===== src/rtl/mpf_pkg.sv =====
package mpf_pkg;

  // Register byte addresses.
  localparam logic [31:0] DT_CFG_ADDR  = 32'h4000403C;
  localparam logic [31:0] FP_CTRL_ADDR = 32'h40004040;
  localparam logic [31:0] FP_STAT_ADDR = 32'h40004044;
  localparam logic [31:0] OV_CTRL_ADDR = 32'h40004048;
  localparam logic [31:0] OV_STAT_ADDR = 32'h4000404C;
  localparam logic [31:0] IRQ_STAT_ADDR = 32'h40004070;
  localparam logic [31:0] IRQ_MASK_ADDR = 32'h40004074;

  // Dead-time register fields.
  localparam int DT_ON_BIT    = 15;
  localparam int DT_PRESC_BIT = 8;
  localparam int DT_CNT_LSB   = 0;

  // Shared control and status register fields.
  localparam int SRC_LSB      = 16;
  localparam int GUARD_BIT    = 15;
  localparam int LVL_LSB      = 8;
  localparam int RELEASE_BIT  = 7;
  localparam int FILT_LSB     = 4;
  localparam int SCOPE_LSB    = 0;
  localparam int KEY_LSB      = 16;
  localparam int ACTIVE_BIT   = 7;
  localparam int INSTATE_BIT  = 0;

  // Unlock keys.
  localparam logic [15:0] KEY_GUARD_OFF  = 16'hA5A5;
  localparam logic [15:0] KEY_FP_RELEASE = 16'h39AA;
  localparam logic [15:0] KEY_OV_ARM     = 16'h7788;
  localparam logic [15:0] KEY_OV_RELEASE = 16'h5596;

  // Dead-time prescaler terminal counts.
  localparam logic [2:0] DIV4_LAST = 3'h3;
  localparam logic [2:0] DIV8_LAST = 3'h7;

  // Output index map: 5 UH, 4 UL, 3 VH, 2 VL, 1 WH, 0 WL.
  localparam logic [5:0] HIGH_SIDES = 6'h2A;
  localparam logic [5:0] LOW_SIDES  = 6'h15;

  // Reset values.
  localparam logic [15:0] DT_CFG_RST = 16'h0000;
  localparam logic [7:0]  SRC_RST    = 8'h00;
  localparam logic [5:0]  LVL_RST    = 6'h00;
  localparam logic [2:0]  FILT_RST   = 3'h0;
  localparam logic [1:0]  SCOPE_RST  = 2'h0;
  localparam logic [15:0] KEY_RST    = 16'h0000;
  localparam logic [1:0]  IRQ_RST    = 2'h0;

  // Interrupt status bits.
  localparam int IRQ_FP_BIT = 0;
  localparam int IRQ_OV_BIT = 1;

  typedef struct packed {
    logic [31:0] addr;
    logic [31:0] wdata;
    logic        wr;
    logic        rd;
  } mpf_bus_req_t;

  typedef struct packed {
    logic       fault_pin;
    logic       overvolt_pin;
    logic [3:0] cmp;
    logic [2:0] adc_cmp;
  } mpf_fault_in_t;

endpackage : mpf_pkg


===== src/rtl/mpf_deadtime_protect.sv =====
// Function
// - Dead-time on delays each PWM input rising edge, before output inversion, by the 8-bit dead-time count.
// - Dead-time tick is clock divided by 4, or by 8 when prescale select set.
// - Protection control holds enables for pin, four comparators, three ADC compares.
// - Protection enabled at reset; guard-off set only after key A5A5.
// - Bits 13..8 give forced levels for UH, UL, VH, VL, WH, WL.
// - Protection is left through release bit, accepted only after key 39AA.
// - Protection filter length zero is unfiltered, otherwise stable-time filter.
// - Protection scope: none, low sides, high sides, or all six forced.
// - Key field in protection status upper half unlocks guarded control bits.
// - Protection status shows active at bit 7, filtered input at bit 0.
// - Over-voltage control holds enables for pin, comparators, ADC compares.
// - Over-voltage disabled at reset; arm set only after key 7788.
// - Over-voltage released through release bit only after key 5596.
// - Over-voltage filter length zero is unfiltered, otherwise stable-time filter.
// - Over-voltage scope: none, high up low down, reverse, or programmed levels.
// - Over-voltage status shows active at bit 7, input at bit 0.
`timescale 1ns/1ps
module mpf_deadtime_protect (
  // Clock and reset
  input  wire logic                    clk,
  input  wire logic                    rst_n,
  // Register port
  input  wire mpf_pkg::mpf_bus_req_t   bus_req,
  output logic [31:0]                  bus_rdata,
  // PWM path
  input  wire logic [5:0]              pwm_in,
  input  wire logic [5:0]              output_inversion,
  output logic [5:0]                   pwm_out,
  // Fault sources
  input  wire mpf_pkg::mpf_fault_in_t  fault_in,
  // Interrupt
  output logic                         irq
);

  // Register decode.
  wire sel_dt   = bus_req.addr == mpf_pkg::DT_CFG_ADDR;
  wire sel_fpc  = bus_req.addr == mpf_pkg::FP_CTRL_ADDR;
  wire sel_fps  = bus_req.addr == mpf_pkg::FP_STAT_ADDR;
  wire sel_ovc  = bus_req.addr == mpf_pkg::OV_CTRL_ADDR;
  wire sel_ovs  = bus_req.addr == mpf_pkg::OV_STAT_ADDR;
  wire sel_ist  = bus_req.addr == mpf_pkg::IRQ_STAT_ADDR;
  wire sel_imsk = bus_req.addr == mpf_pkg::IRQ_MASK_ADDR;
  wire wr_dt    = bus_req.wr && sel_dt;
  wire wr_fpc   = bus_req.wr && sel_fpc;
  wire wr_fps   = bus_req.wr && sel_fps;
  wire wr_ovc   = bus_req.wr && sel_ovc;
  wire wr_ist   = bus_req.wr && sel_ist;
  wire wr_imsk  = bus_req.wr && sel_imsk;
  wire [31:0] wd = bus_req.wdata;

  logic [15:0] dt_cfg_r;
  logic [7:0]  fp_src_r;
  logic        fault_guard_off_r;
  logic [5:0]  fault_level_r;
  logic [2:0]  fault_filter_len_r;
  logic [1:0]  fault_output_scope_r;
  logic [7:0]  ov_src_r;
  logic        overvolt_arm_r;
  logic [2:0]  overvolt_filter_len_r;
  logic [1:0]  overvolt_output_scope_r;
  logic [15:0] unlock_key_r;
  logic        fault_active_flag_r;
  logic        overvolt_active_flag_r;
  logic [1:0]  irq_stat_r;
  logic [1:0]  irq_mask_r;
  logic [31:0] rdata_r;
  logic [5:0]  pwm_out_r;

  // Key decode: each key arms only its own operation.
  // key arms operation
  wire key_guard  = unlock_key_r == mpf_pkg::KEY_GUARD_OFF;
  wire key_fp_rel = unlock_key_r == mpf_pkg::KEY_FP_RELEASE;
  wire key_ov_arm = unlock_key_r == mpf_pkg::KEY_OV_ARM;
  wire key_ov_rel = unlock_key_r == mpf_pkg::KEY_OV_RELEASE;

  wire guard_off_nxt = !wr_fpc ? fault_guard_off_r :
                       !wd[mpf_pkg::GUARD_BIT] ? 1'b0 :
                       (key_guard ? 1'b1 : fault_guard_off_r);
  wire ov_arm_nxt = !wr_ovc ? overvolt_arm_r :
                    !wd[mpf_pkg::GUARD_BIT] ? 1'b0 :
                    (key_ov_arm ? 1'b1 : overvolt_arm_r);
  wire fp_release = wr_fpc && wd[mpf_pkg::RELEASE_BIT] && key_fp_rel;
  wire ov_release = wr_ovc && wd[mpf_pkg::RELEASE_BIT] && key_ov_rel;

  // The key is consumed by the next control write, whatever it held.
  wire [15:0] key_nxt = wr_fps ? wd[31:16] :
                        (wr_fpc || wr_ovc) ? mpf_pkg::KEY_RST : unlock_key_r;

  always_ff @(posedge clk or negedge rst_n) begin
    if (!rst_n) begin
      dt_cfg_r                <= mpf_pkg::DT_CFG_RST;
      fp_src_r                <= mpf_pkg::SRC_RST;
      fault_guard_off_r       <= 1'b0;
      fault_level_r           <= mpf_pkg::LVL_RST;
      fault_filter_len_r      <= mpf_pkg::FILT_RST;
      fault_output_scope_r    <= mpf_pkg::SCOPE_RST;
      ov_src_r                <= mpf_pkg::SRC_RST;
      overvolt_arm_r          <= 1'b0;
      overvolt_filter_len_r   <= mpf_pkg::FILT_RST;
      overvolt_output_scope_r <= mpf_pkg::SCOPE_RST;
      unlock_key_r            <= mpf_pkg::KEY_RST;
      irq_mask_r              <= mpf_pkg::IRQ_RST;
    end else begin
      unlock_key_r      <= key_nxt;
      fault_guard_off_r <= guard_off_nxt;
      overvolt_arm_r    <= ov_arm_nxt;
      if (wr_dt) begin
        dt_cfg_r <= {wd[15], 6'h00, wd[8], wd[7:0]};
      end
      if (wr_fpc) begin
        fp_src_r             <= wd[mpf_pkg::SRC_LSB +: 8];
        fault_level_r        <= wd[mpf_pkg::LVL_LSB +: 6];
        fault_filter_len_r   <= wd[mpf_pkg::FILT_LSB +: 3];
        fault_output_scope_r <= wd[mpf_pkg::SCOPE_LSB +: 2];
      end
      if (wr_ovc) begin
        ov_src_r                <= wd[mpf_pkg::SRC_LSB +: 8];
        overvolt_filter_len_r   <= wd[mpf_pkg::FILT_LSB +: 3];
        overvolt_output_scope_r <= wd[mpf_pkg::SCOPE_LSB +: 2];
      end
      if (wr_imsk) begin
        irq_mask_r <= wd[1:0];
      end
    end
  end

  // Fault source gathering, bit 7 pin, 6..3 comparators, 2..0 ADC compares.
  wire [6:0] shared_src = {fault_in.cmp, fault_in.adc_cmp};
  wire [1:0] raw_fault;
  assign raw_fault[0] = |(fp_src_r & {fault_in.fault_pin, shared_src});
  assign raw_fault[1] = |(ov_src_r & {fault_in.overvolt_pin, shared_src});
  wire [2:0] filt_len [2];
  assign filt_len[0] = fault_filter_len_r;
  assign filt_len[1] = overvolt_filter_len_r;

  // Debounce: the filtered level follows the raw level only after it has
  // differed for the programmed number of clocks; zero passes it straight.
  logic [1:0] filt_q;
  genvar gf;
  generate
    for (gf = 0; gf < 2; gf++) begin : g_filt
      logic [2:0] cnt_r;
      wire        differ  = raw_fault[gf] != filt_q[gf];
      wire [2:0]  cnt_inc = cnt_r + 3'h1;
      wire        pass    = (filt_len[gf] == 3'h0) || (differ && cnt_inc >= filt_len[gf]);
      wire        filt_nxt = pass ? raw_fault[gf] : filt_q[gf];
      wire [2:0]  cnt_nxt  = (pass || !differ) ? 3'h0 : cnt_inc;
      always_ff @(posedge clk or negedge rst_n) begin
        if (!rst_n) begin
          cnt_r      <= 3'h0;
          filt_q[gf] <= 1'b0;
        end else begin
          cnt_r      <= cnt_nxt;
          filt_q[gf] <= filt_nxt;
        end
      end
    end
  endgenerate

  // latch until keyed release; set wins
  wire fp_set      = filt_q[0] && !fault_guard_off_r;
  wire ov_set      = filt_q[1] && overvolt_arm_r;
  wire fp_act_nxt  = fp_set || (fault_active_flag_r && !fp_release);
  wire ov_act_nxt  = ov_set || (overvolt_active_flag_r && !ov_release);
  wire [1:0] irq_ev = {ov_set && !overvolt_active_flag_r, fp_set && !fault_active_flag_r};
  wire [1:0] irq_clr = wr_ist ? wd[1:0] : 2'h0;
  wire [1:0] irq_nxt = (irq_stat_r & ~irq_clr) | irq_ev;

  always_ff @(posedge clk or negedge rst_n) begin
    if (!rst_n) begin
      fault_active_flag_r    <= 1'b0;
      overvolt_active_flag_r <= 1'b0;
      irq_stat_r             <= mpf_pkg::IRQ_RST;
    end else begin
      fault_active_flag_r    <= fp_act_nxt;
      overvolt_active_flag_r <= ov_act_nxt;
      irq_stat_r             <= irq_nxt;
    end
  end

  assign irq = |(irq_stat_r & irq_mask_r);

  // Dead-time prescaler.
  logic [2:0] div_r;
  wire [2:0] div_last = dt_cfg_r[mpf_pkg::DT_PRESC_BIT] ? mpf_pkg::DIV8_LAST : mpf_pkg::DIV4_LAST;
  wire       dt_tick  = div_r >= div_last;
  wire [2:0] div_nxt  = dt_tick ? 3'h0 : div_r + 3'h1;
  wire       dt_on    = dt_cfg_r[mpf_pkg::DT_ON_BIT];
  wire [7:0] dt_count = dt_cfg_r[mpf_pkg::DT_CNT_LSB +: 8];

  always_ff @(posedge clk or negedge rst_n) begin
    if (!rst_n) begin
      div_r <= 3'h0;
    end else begin
      div_r <= div_nxt;
    end
  end

  // Per-output dead-time delay of the rising edge, before polarity.
  logic [5:0] dt_q;
  logic [5:0] pwm_prev_r;
  genvar gd;
  generate
    for (gd = 0; gd < 6; gd++) begin : g_dt
      logic [7:0] wait_r;
      wire        rise     = pwm_in[gd] && !pwm_prev_r[gd];
      wire [7:0]  wait_dec = (dt_tick && wait_r != 8'h00) ? wait_r - 8'h01 : wait_r;
      wire [7:0]  wait_nxt = !pwm_in[gd] ? 8'h00 : ((rise && dt_on) ? dt_count : wait_dec);
      wire        dt_nxt   = pwm_in[gd] && (wait_nxt == 8'h00);
      always_ff @(posedge clk or negedge rst_n) begin
        if (!rst_n) begin
          wait_r         <= 8'h00;
          dt_q[gd]       <= 1'b0;
          pwm_prev_r[gd] <= 1'b0;
        end else begin
          wait_r         <= wait_nxt;
          dt_q[gd]       <= dt_nxt;
          pwm_prev_r[gd] <= pwm_in[gd];
        end
      end
    end
  endgenerate

  // Output forcing; protection outranks over-voltage on the bits it owns.
  wire [5:0] norm_out = dt_q ^ output_inversion;
  wire [5:0] fp_mask  = (fault_output_scope_r[1] ? mpf_pkg::HIGH_SIDES : 6'h00) |
                        (fault_output_scope_r[0] ? mpf_pkg::LOW_SIDES : 6'h00);
  wire [5:0] ov_mask  = (overvolt_output_scope_r != 2'h0) ? 6'h3F : 6'h00;
  wire [5:0] ov_val   = (overvolt_output_scope_r == 2'h1) ? (mpf_pkg::HIGH_SIDES ^ output_inversion) :
                        (overvolt_output_scope_r == 2'h2) ? (mpf_pkg::LOW_SIDES ^ output_inversion) :
                        fault_level_r;
  wire [5:0] ov_stage = overvolt_active_flag_r ? ((ov_mask & ov_val) | (~ov_mask & norm_out)) : norm_out;
  wire [5:0] out_nxt  = fault_active_flag_r ? ((fp_mask & fault_level_r) | (~fp_mask & ov_stage)) : ov_stage;

  // Read mux.
  // control and status readback
  wire [31:0] fpc_rd = {8'h00, fp_src_r, fault_guard_off_r, 1'b0, fault_level_r, 1'b0,
                        fault_filter_len_r, 2'h0, fault_output_scope_r};
  wire [31:0] ovc_rd = {8'h00, ov_src_r, overvolt_arm_r, 7'h00, 1'b0,
                        overvolt_filter_len_r, 2'h0, overvolt_output_scope_r};
  wire [31:0] fps_rd = {unlock_key_r, 8'h00, fault_active_flag_r, 6'h00, filt_q[0]};
  wire [31:0] ovs_rd = {24'h000000, overvolt_active_flag_r, 6'h00, filt_q[1]};
  wire [31:0] rd_mux = sel_dt   ? {16'h0000, dt_cfg_r} :
                       sel_fpc  ? fpc_rd :
                       sel_fps  ? fps_rd :
                       sel_ovc  ? ovc_rd :
                       sel_ovs  ? ovs_rd :
                       sel_ist  ? {30'h00000000, irq_stat_r} :
                       sel_imsk ? {30'h00000000, irq_mask_r} : 32'h00000000;

  always_ff @(posedge clk or negedge rst_n) begin
    if (!rst_n) begin
      rdata_r   <= 32'h00000000;
      pwm_out_r <= 6'h00;
    end else begin
      rdata_r   <= bus_req.rd ? rd_mux : 32'h00000000;
      pwm_out_r <= out_nxt;
    end
  end

  assign bus_rdata = rdata_r;
  assign pwm_out   = pwm_out_r;
endmodule : mpf_deadtime_protect


===== config.mk =====
export PLATFORM = sky130hd
export DESIGN_NAME = mpf_deadtime_protect
export DESIGN_NICKNAME = d
export VERILOG_FILES = /design/src/rtl/mpf_pkg.sv /design/src/rtl/mpf_deadtime_protect.sv
export SDC_FILE = /design/constraint.sdc
export NUM_CORES = 1
export LEC_CHECK = 0
export BUFFER_PORTS_ARGS = -buffer_cell sky130_fd_sc_hd__buf_2
export CORE_AREA = 2 2 129 131
export CTS_CLUSTER_SIZE = 14
export DETAILED_ROUTE_END_ITERATION = 10
export DIE_AREA = 0 0 131 133
export PLACE_DENSITY = 0.79
export SLEW_MARGIN = 20
export SYNTH_ARGS = -nofsm -noshare
export SYNTH_HDL_FRONTEND = slang
export SYNTH_SLANG_ARGS = --single-unit

===== constraint.sdc =====
create_clock -name clk -period 2.8 [get_ports clk]
set_clock_uncertainty 0.2 [all_clocks]
set_input_delay 0.28 -clock clk [delete_from_list [all_inputs] [get_ports clk]]
set_output_delay 0.28 -clock clk [all_outputs]
set_load 0.03 [all_outputs]

==> out/metrics.yaml <==
timing:
  period_needed_ps: 2696
  final.setup.worst_slack_ps: 103.9
  slew_viol_final: 0
  finalSetupTns_ps: 0
  fmax_mhz: 370.9
  slew_headroom: 0.5871
  setup_viol: 0
  rsz0062_at_grt: "no"
  hold_viol: 0
  period_share: 0.9629
  tightest_slew_ps: 618.0
  holdWs_ps: 32.86
floorplanning:
  die-area_um2: 17420
  num_io_pins: 128
  core_um2: 16170
  die_w_um: 131
  die_y_um: 133
  rows: 47
  initial_core_util: 0.5660
placement:
  place_ws_ps: 95.64
  port_buffers: 125
  hpwl_um: 17090
  gp_congestion: 0.9540
  dpl_cell_area_um2: 10160
detailed_routing:
  firstDrtPassIters: 7
  drc: 0
  ant_nets: 0
  dr_total_vias: 8026
  drtIter0Drc: 602
  drt-total-wl_um: 24520
  wire_per_inst_um: 18.32
  vias_per_cell: 5.999
logic_synthesis:
  postSynthAreaPerCell_um2: 9.864
  synth_edf_count: 0
  netlist_top_cells_area: "dfrtp_1 (48%), mux2_2 (3.8%), nand2_1 (3.7%)"
  synth_nets: 1038
  ys_types: 82
  yosys_warnings: 0
  ys_ff_latch: 174
  synth_area_leader_cell: "dfrtp_1"
  synthCells: 928
  synth_ff_type: "dfrtp_1"
  ys_async_sr_fraction: 1.000
  synth_top_area_share: 0.4757
  seq_area_frac_synth: 0.4757
  synthesis.area_um2: 9154
final_layout:
  final_nets: 1215
  diodes: 0
  final_cell_area_um2: 11140
  drive_gt1_frac: 0.2218
  syn2layout_area_growth_pct: 21.72
clocking:
  cts_sinks: 174
  clk_pin_slew_ps: 70
  htreeDepth: 4
  cts_tree: "done"
  clockBufferDepth: 2
  clk_latency_ps: 430
  post_cts_buffers: 0
  cts_made_buffers: 17
  cts-root-buf: "clkbuf_16"
worst_setup_path:
  cpPeakStageDelay_ps: 560
  crit_type: "reg2reg"
  critPathRequiredTime_ps: 2920
  crit_path_start_kind: "register"
  cp_max_fo: 6
  path_cells: "ha_1 > a21oi_2 > or4_1 > or4_1 > a31oi_2 > nor4_1 > and4b_1"
  worstPathArrival_ps: 2810
  crit_top_cell: "or4_1"
  cp-end-kind: "register"
  cp_slowest_cell: "or4_1"
grt:
  grt_pass1_vias: 7894
  track_usage: 0.2912
  overflow: 0
  grt_max_degree: 62
  grt_pass1_wl_um: 39160
  antenna_found_initial: 0
status:
  status: "finished, final reports clean"
power_and_ir_drop:
  comb_power_share: 0.063
  ir_drop_mv: 0.4383
  power.internal_mw: 3.954
  p_switching_mw: 1.195
  total_power_mw: 5.149
  p_per_area_nw_per_um2: 462.2
  switching_share: 0.2321
  clkPwrFrac: 0.443
  p_leak_nw: 5.394
  seqPwrFrac: 0.494
worst_hold_path:
  hold_class: "in2reg"
run:
  cap_violations: 0
==> metal layers <==
layer | wire, um | track usage | share of wire | vias up
met5 | 0 | 0 | 0 | -
li1 | - | - | - | 3735
met1 | 10070 | 0.3792 | 0.41 | 3865
met2 | 12070 | 0.4770 | 0.49 | 368
met4 | 731 | 0.1170 | 0.030 | 0
met3 | 1654 | 0.05702 | 0.067 | 58
==> flip-flops by register name, summed over array words and instances (netlist names), 8 cells and up <==
name	count
g_dt.wait_r	48
bus_rdata	31
unlock_key_r	16
dt_cfg_r	10
fp_src_r	8
ov_src_r	8
==> per-stage QoR <==
stage	instances	utilization
floorplan	928	-
global placement	1266	0.6280
detailed placement	1266	0.6280
CTS	1338	0.6879
global route	1338	0.6890
finish	1338	0.6890
==> cells in the final DEF, fill, tap and decap left out, drive strengths merged, types with 11 or more instances in the layout <==
master / instances
xnor2: 14
dlygate4sd3: 40
clkbuf: 21
and2: 23
nand2: 91
mux2: 35
nand4: 11
o21ai: 52
nor4: 21
a22oi: 19
a21oi: 46
nor3: 23
nand2b: 21
ha: 21
inv: 42
xor2: 13
buf: 159
a22o: 18
a31oi: 21
or4: 15
dfrtp: 174
nor2b: 13
or3: 12
mux2i: 13
nor2: 66
nand3: 14
==> kinds of logic (layout without fill, tap and decap cells) <==
| logic type | count (synthesis) | in the layout | share of synthesized area |
|---|---|---|---|
| AND/OR/NAND/NOR | 356 | 356 | 0.2153 |
| AO/OA/AOI/OAI | 221 | 221 | 0.1606 |
| flip-flops | 174 | 174 | 0.4757 |
| buffers and inverters | 80 | 270 | 0.03622 |
| multiplexers | 48 | 48 | 0.05727 |
| XOR/XNOR | 27 | 27 | 0.02583 |
| adder cells (fa/ha/maj) | 21 | 21 | 0.02870 |
| other | 1 | 1 | 0.0004097 |
==> power by group through the flow <==
stage | clock network (mW) | registers (mW) | logic, mW
floorplan | 0 | 2.60 | 0.0834
global placement | 0 | 2.59 | 0.276
detailed placement | 0 | 2.59 | 0.280
CTS | 2.32 | 2.54 | 0.324
global route | 2.42 | 2.54 | 0.357
finish | 2.28 | 2.54 | 0.326
==> critical path: cells and delay by family, from the launching register on <==
family / cells / cell delay [ps]
AOI/OAI and AO/OA: 2 / 350
and+or+nand+nor: 4 / 1330
DFF: 1 / 400
adders and majority gates: 1 / 310
==> synthesized netlist by cell type, types with 5 or more instances <==
cell      count
dfrtp_1     174
nand2_1      91
nor2_1       65
o21ai_0      49
a21oi_1      46
inv_1        39
mux2_2       31
clkbuf_1     24
and2_1       22
nor3_1       22
a31oi_1      21
ha_1         21
nand2b_1     21
a22oi_1      19
a22o_1       18
nor4_1       18
nand3_1      14
xnor2_1      14
mux2i_1      13
nor2b_1      13
xor2_1       13
or3_1        12
or4_1        12
nand4_1      11
a211oi_1      8
and3_1        7
o211ai_1      7
buf_1         6
buf_2         6
nor3b_1       6
a21o_1        5
==> what timing repair did <==
| item | in CTS | in global routing |
|---|---|---|
| endpoints found under the hold margin | 164 | 0 |
| hold buffers | 40 | 0 |
| gates resized for setup | 0 | 4 |
| setup endpoints to repair | 0 | 4 |
==> layout make-up <==
type	instances	area (um2)
Timing Repair Buffer	199	1313
Inverter	39	146.4
Clock inverter	11	107.6
Tap cell	220	275.3
Sequential cell	174	4354
Fill cell	1244	5030
Multi-Input combinational cell	674	4486
Clock buffer	21	460.4
==> final timing paths <==
check | start | slack, ps | depth (start not counted) | to
worst max-delay path | div_r[2]$_DFF_PN0_ | 100 | 7 | dt_q[5]$_DFF_PN0_
worst min-delay path | bus_req[48] | 30 | 3 | bus_rdata[7]$_DFF_PN0_
worst max register to register | div_r[2]$_DFF_PN0_ | 100 | 7 | dt_q[5]$_DFF_PN0_
worst min register to register | div_r[0]$_DFF_PN0_ | 240 | 1 | div_r[0]$_DFF_PN0_
max in group asynchronous | rst_n | 1490 | 3 | fp_src_r[2]$_DFFE_PN0P_
min in group asynchronous | rst_n | 190 | 2 | bus_rdata[26]$_DFF_PN0_
No activity file was read; power rests on OpenSTA's default activity.
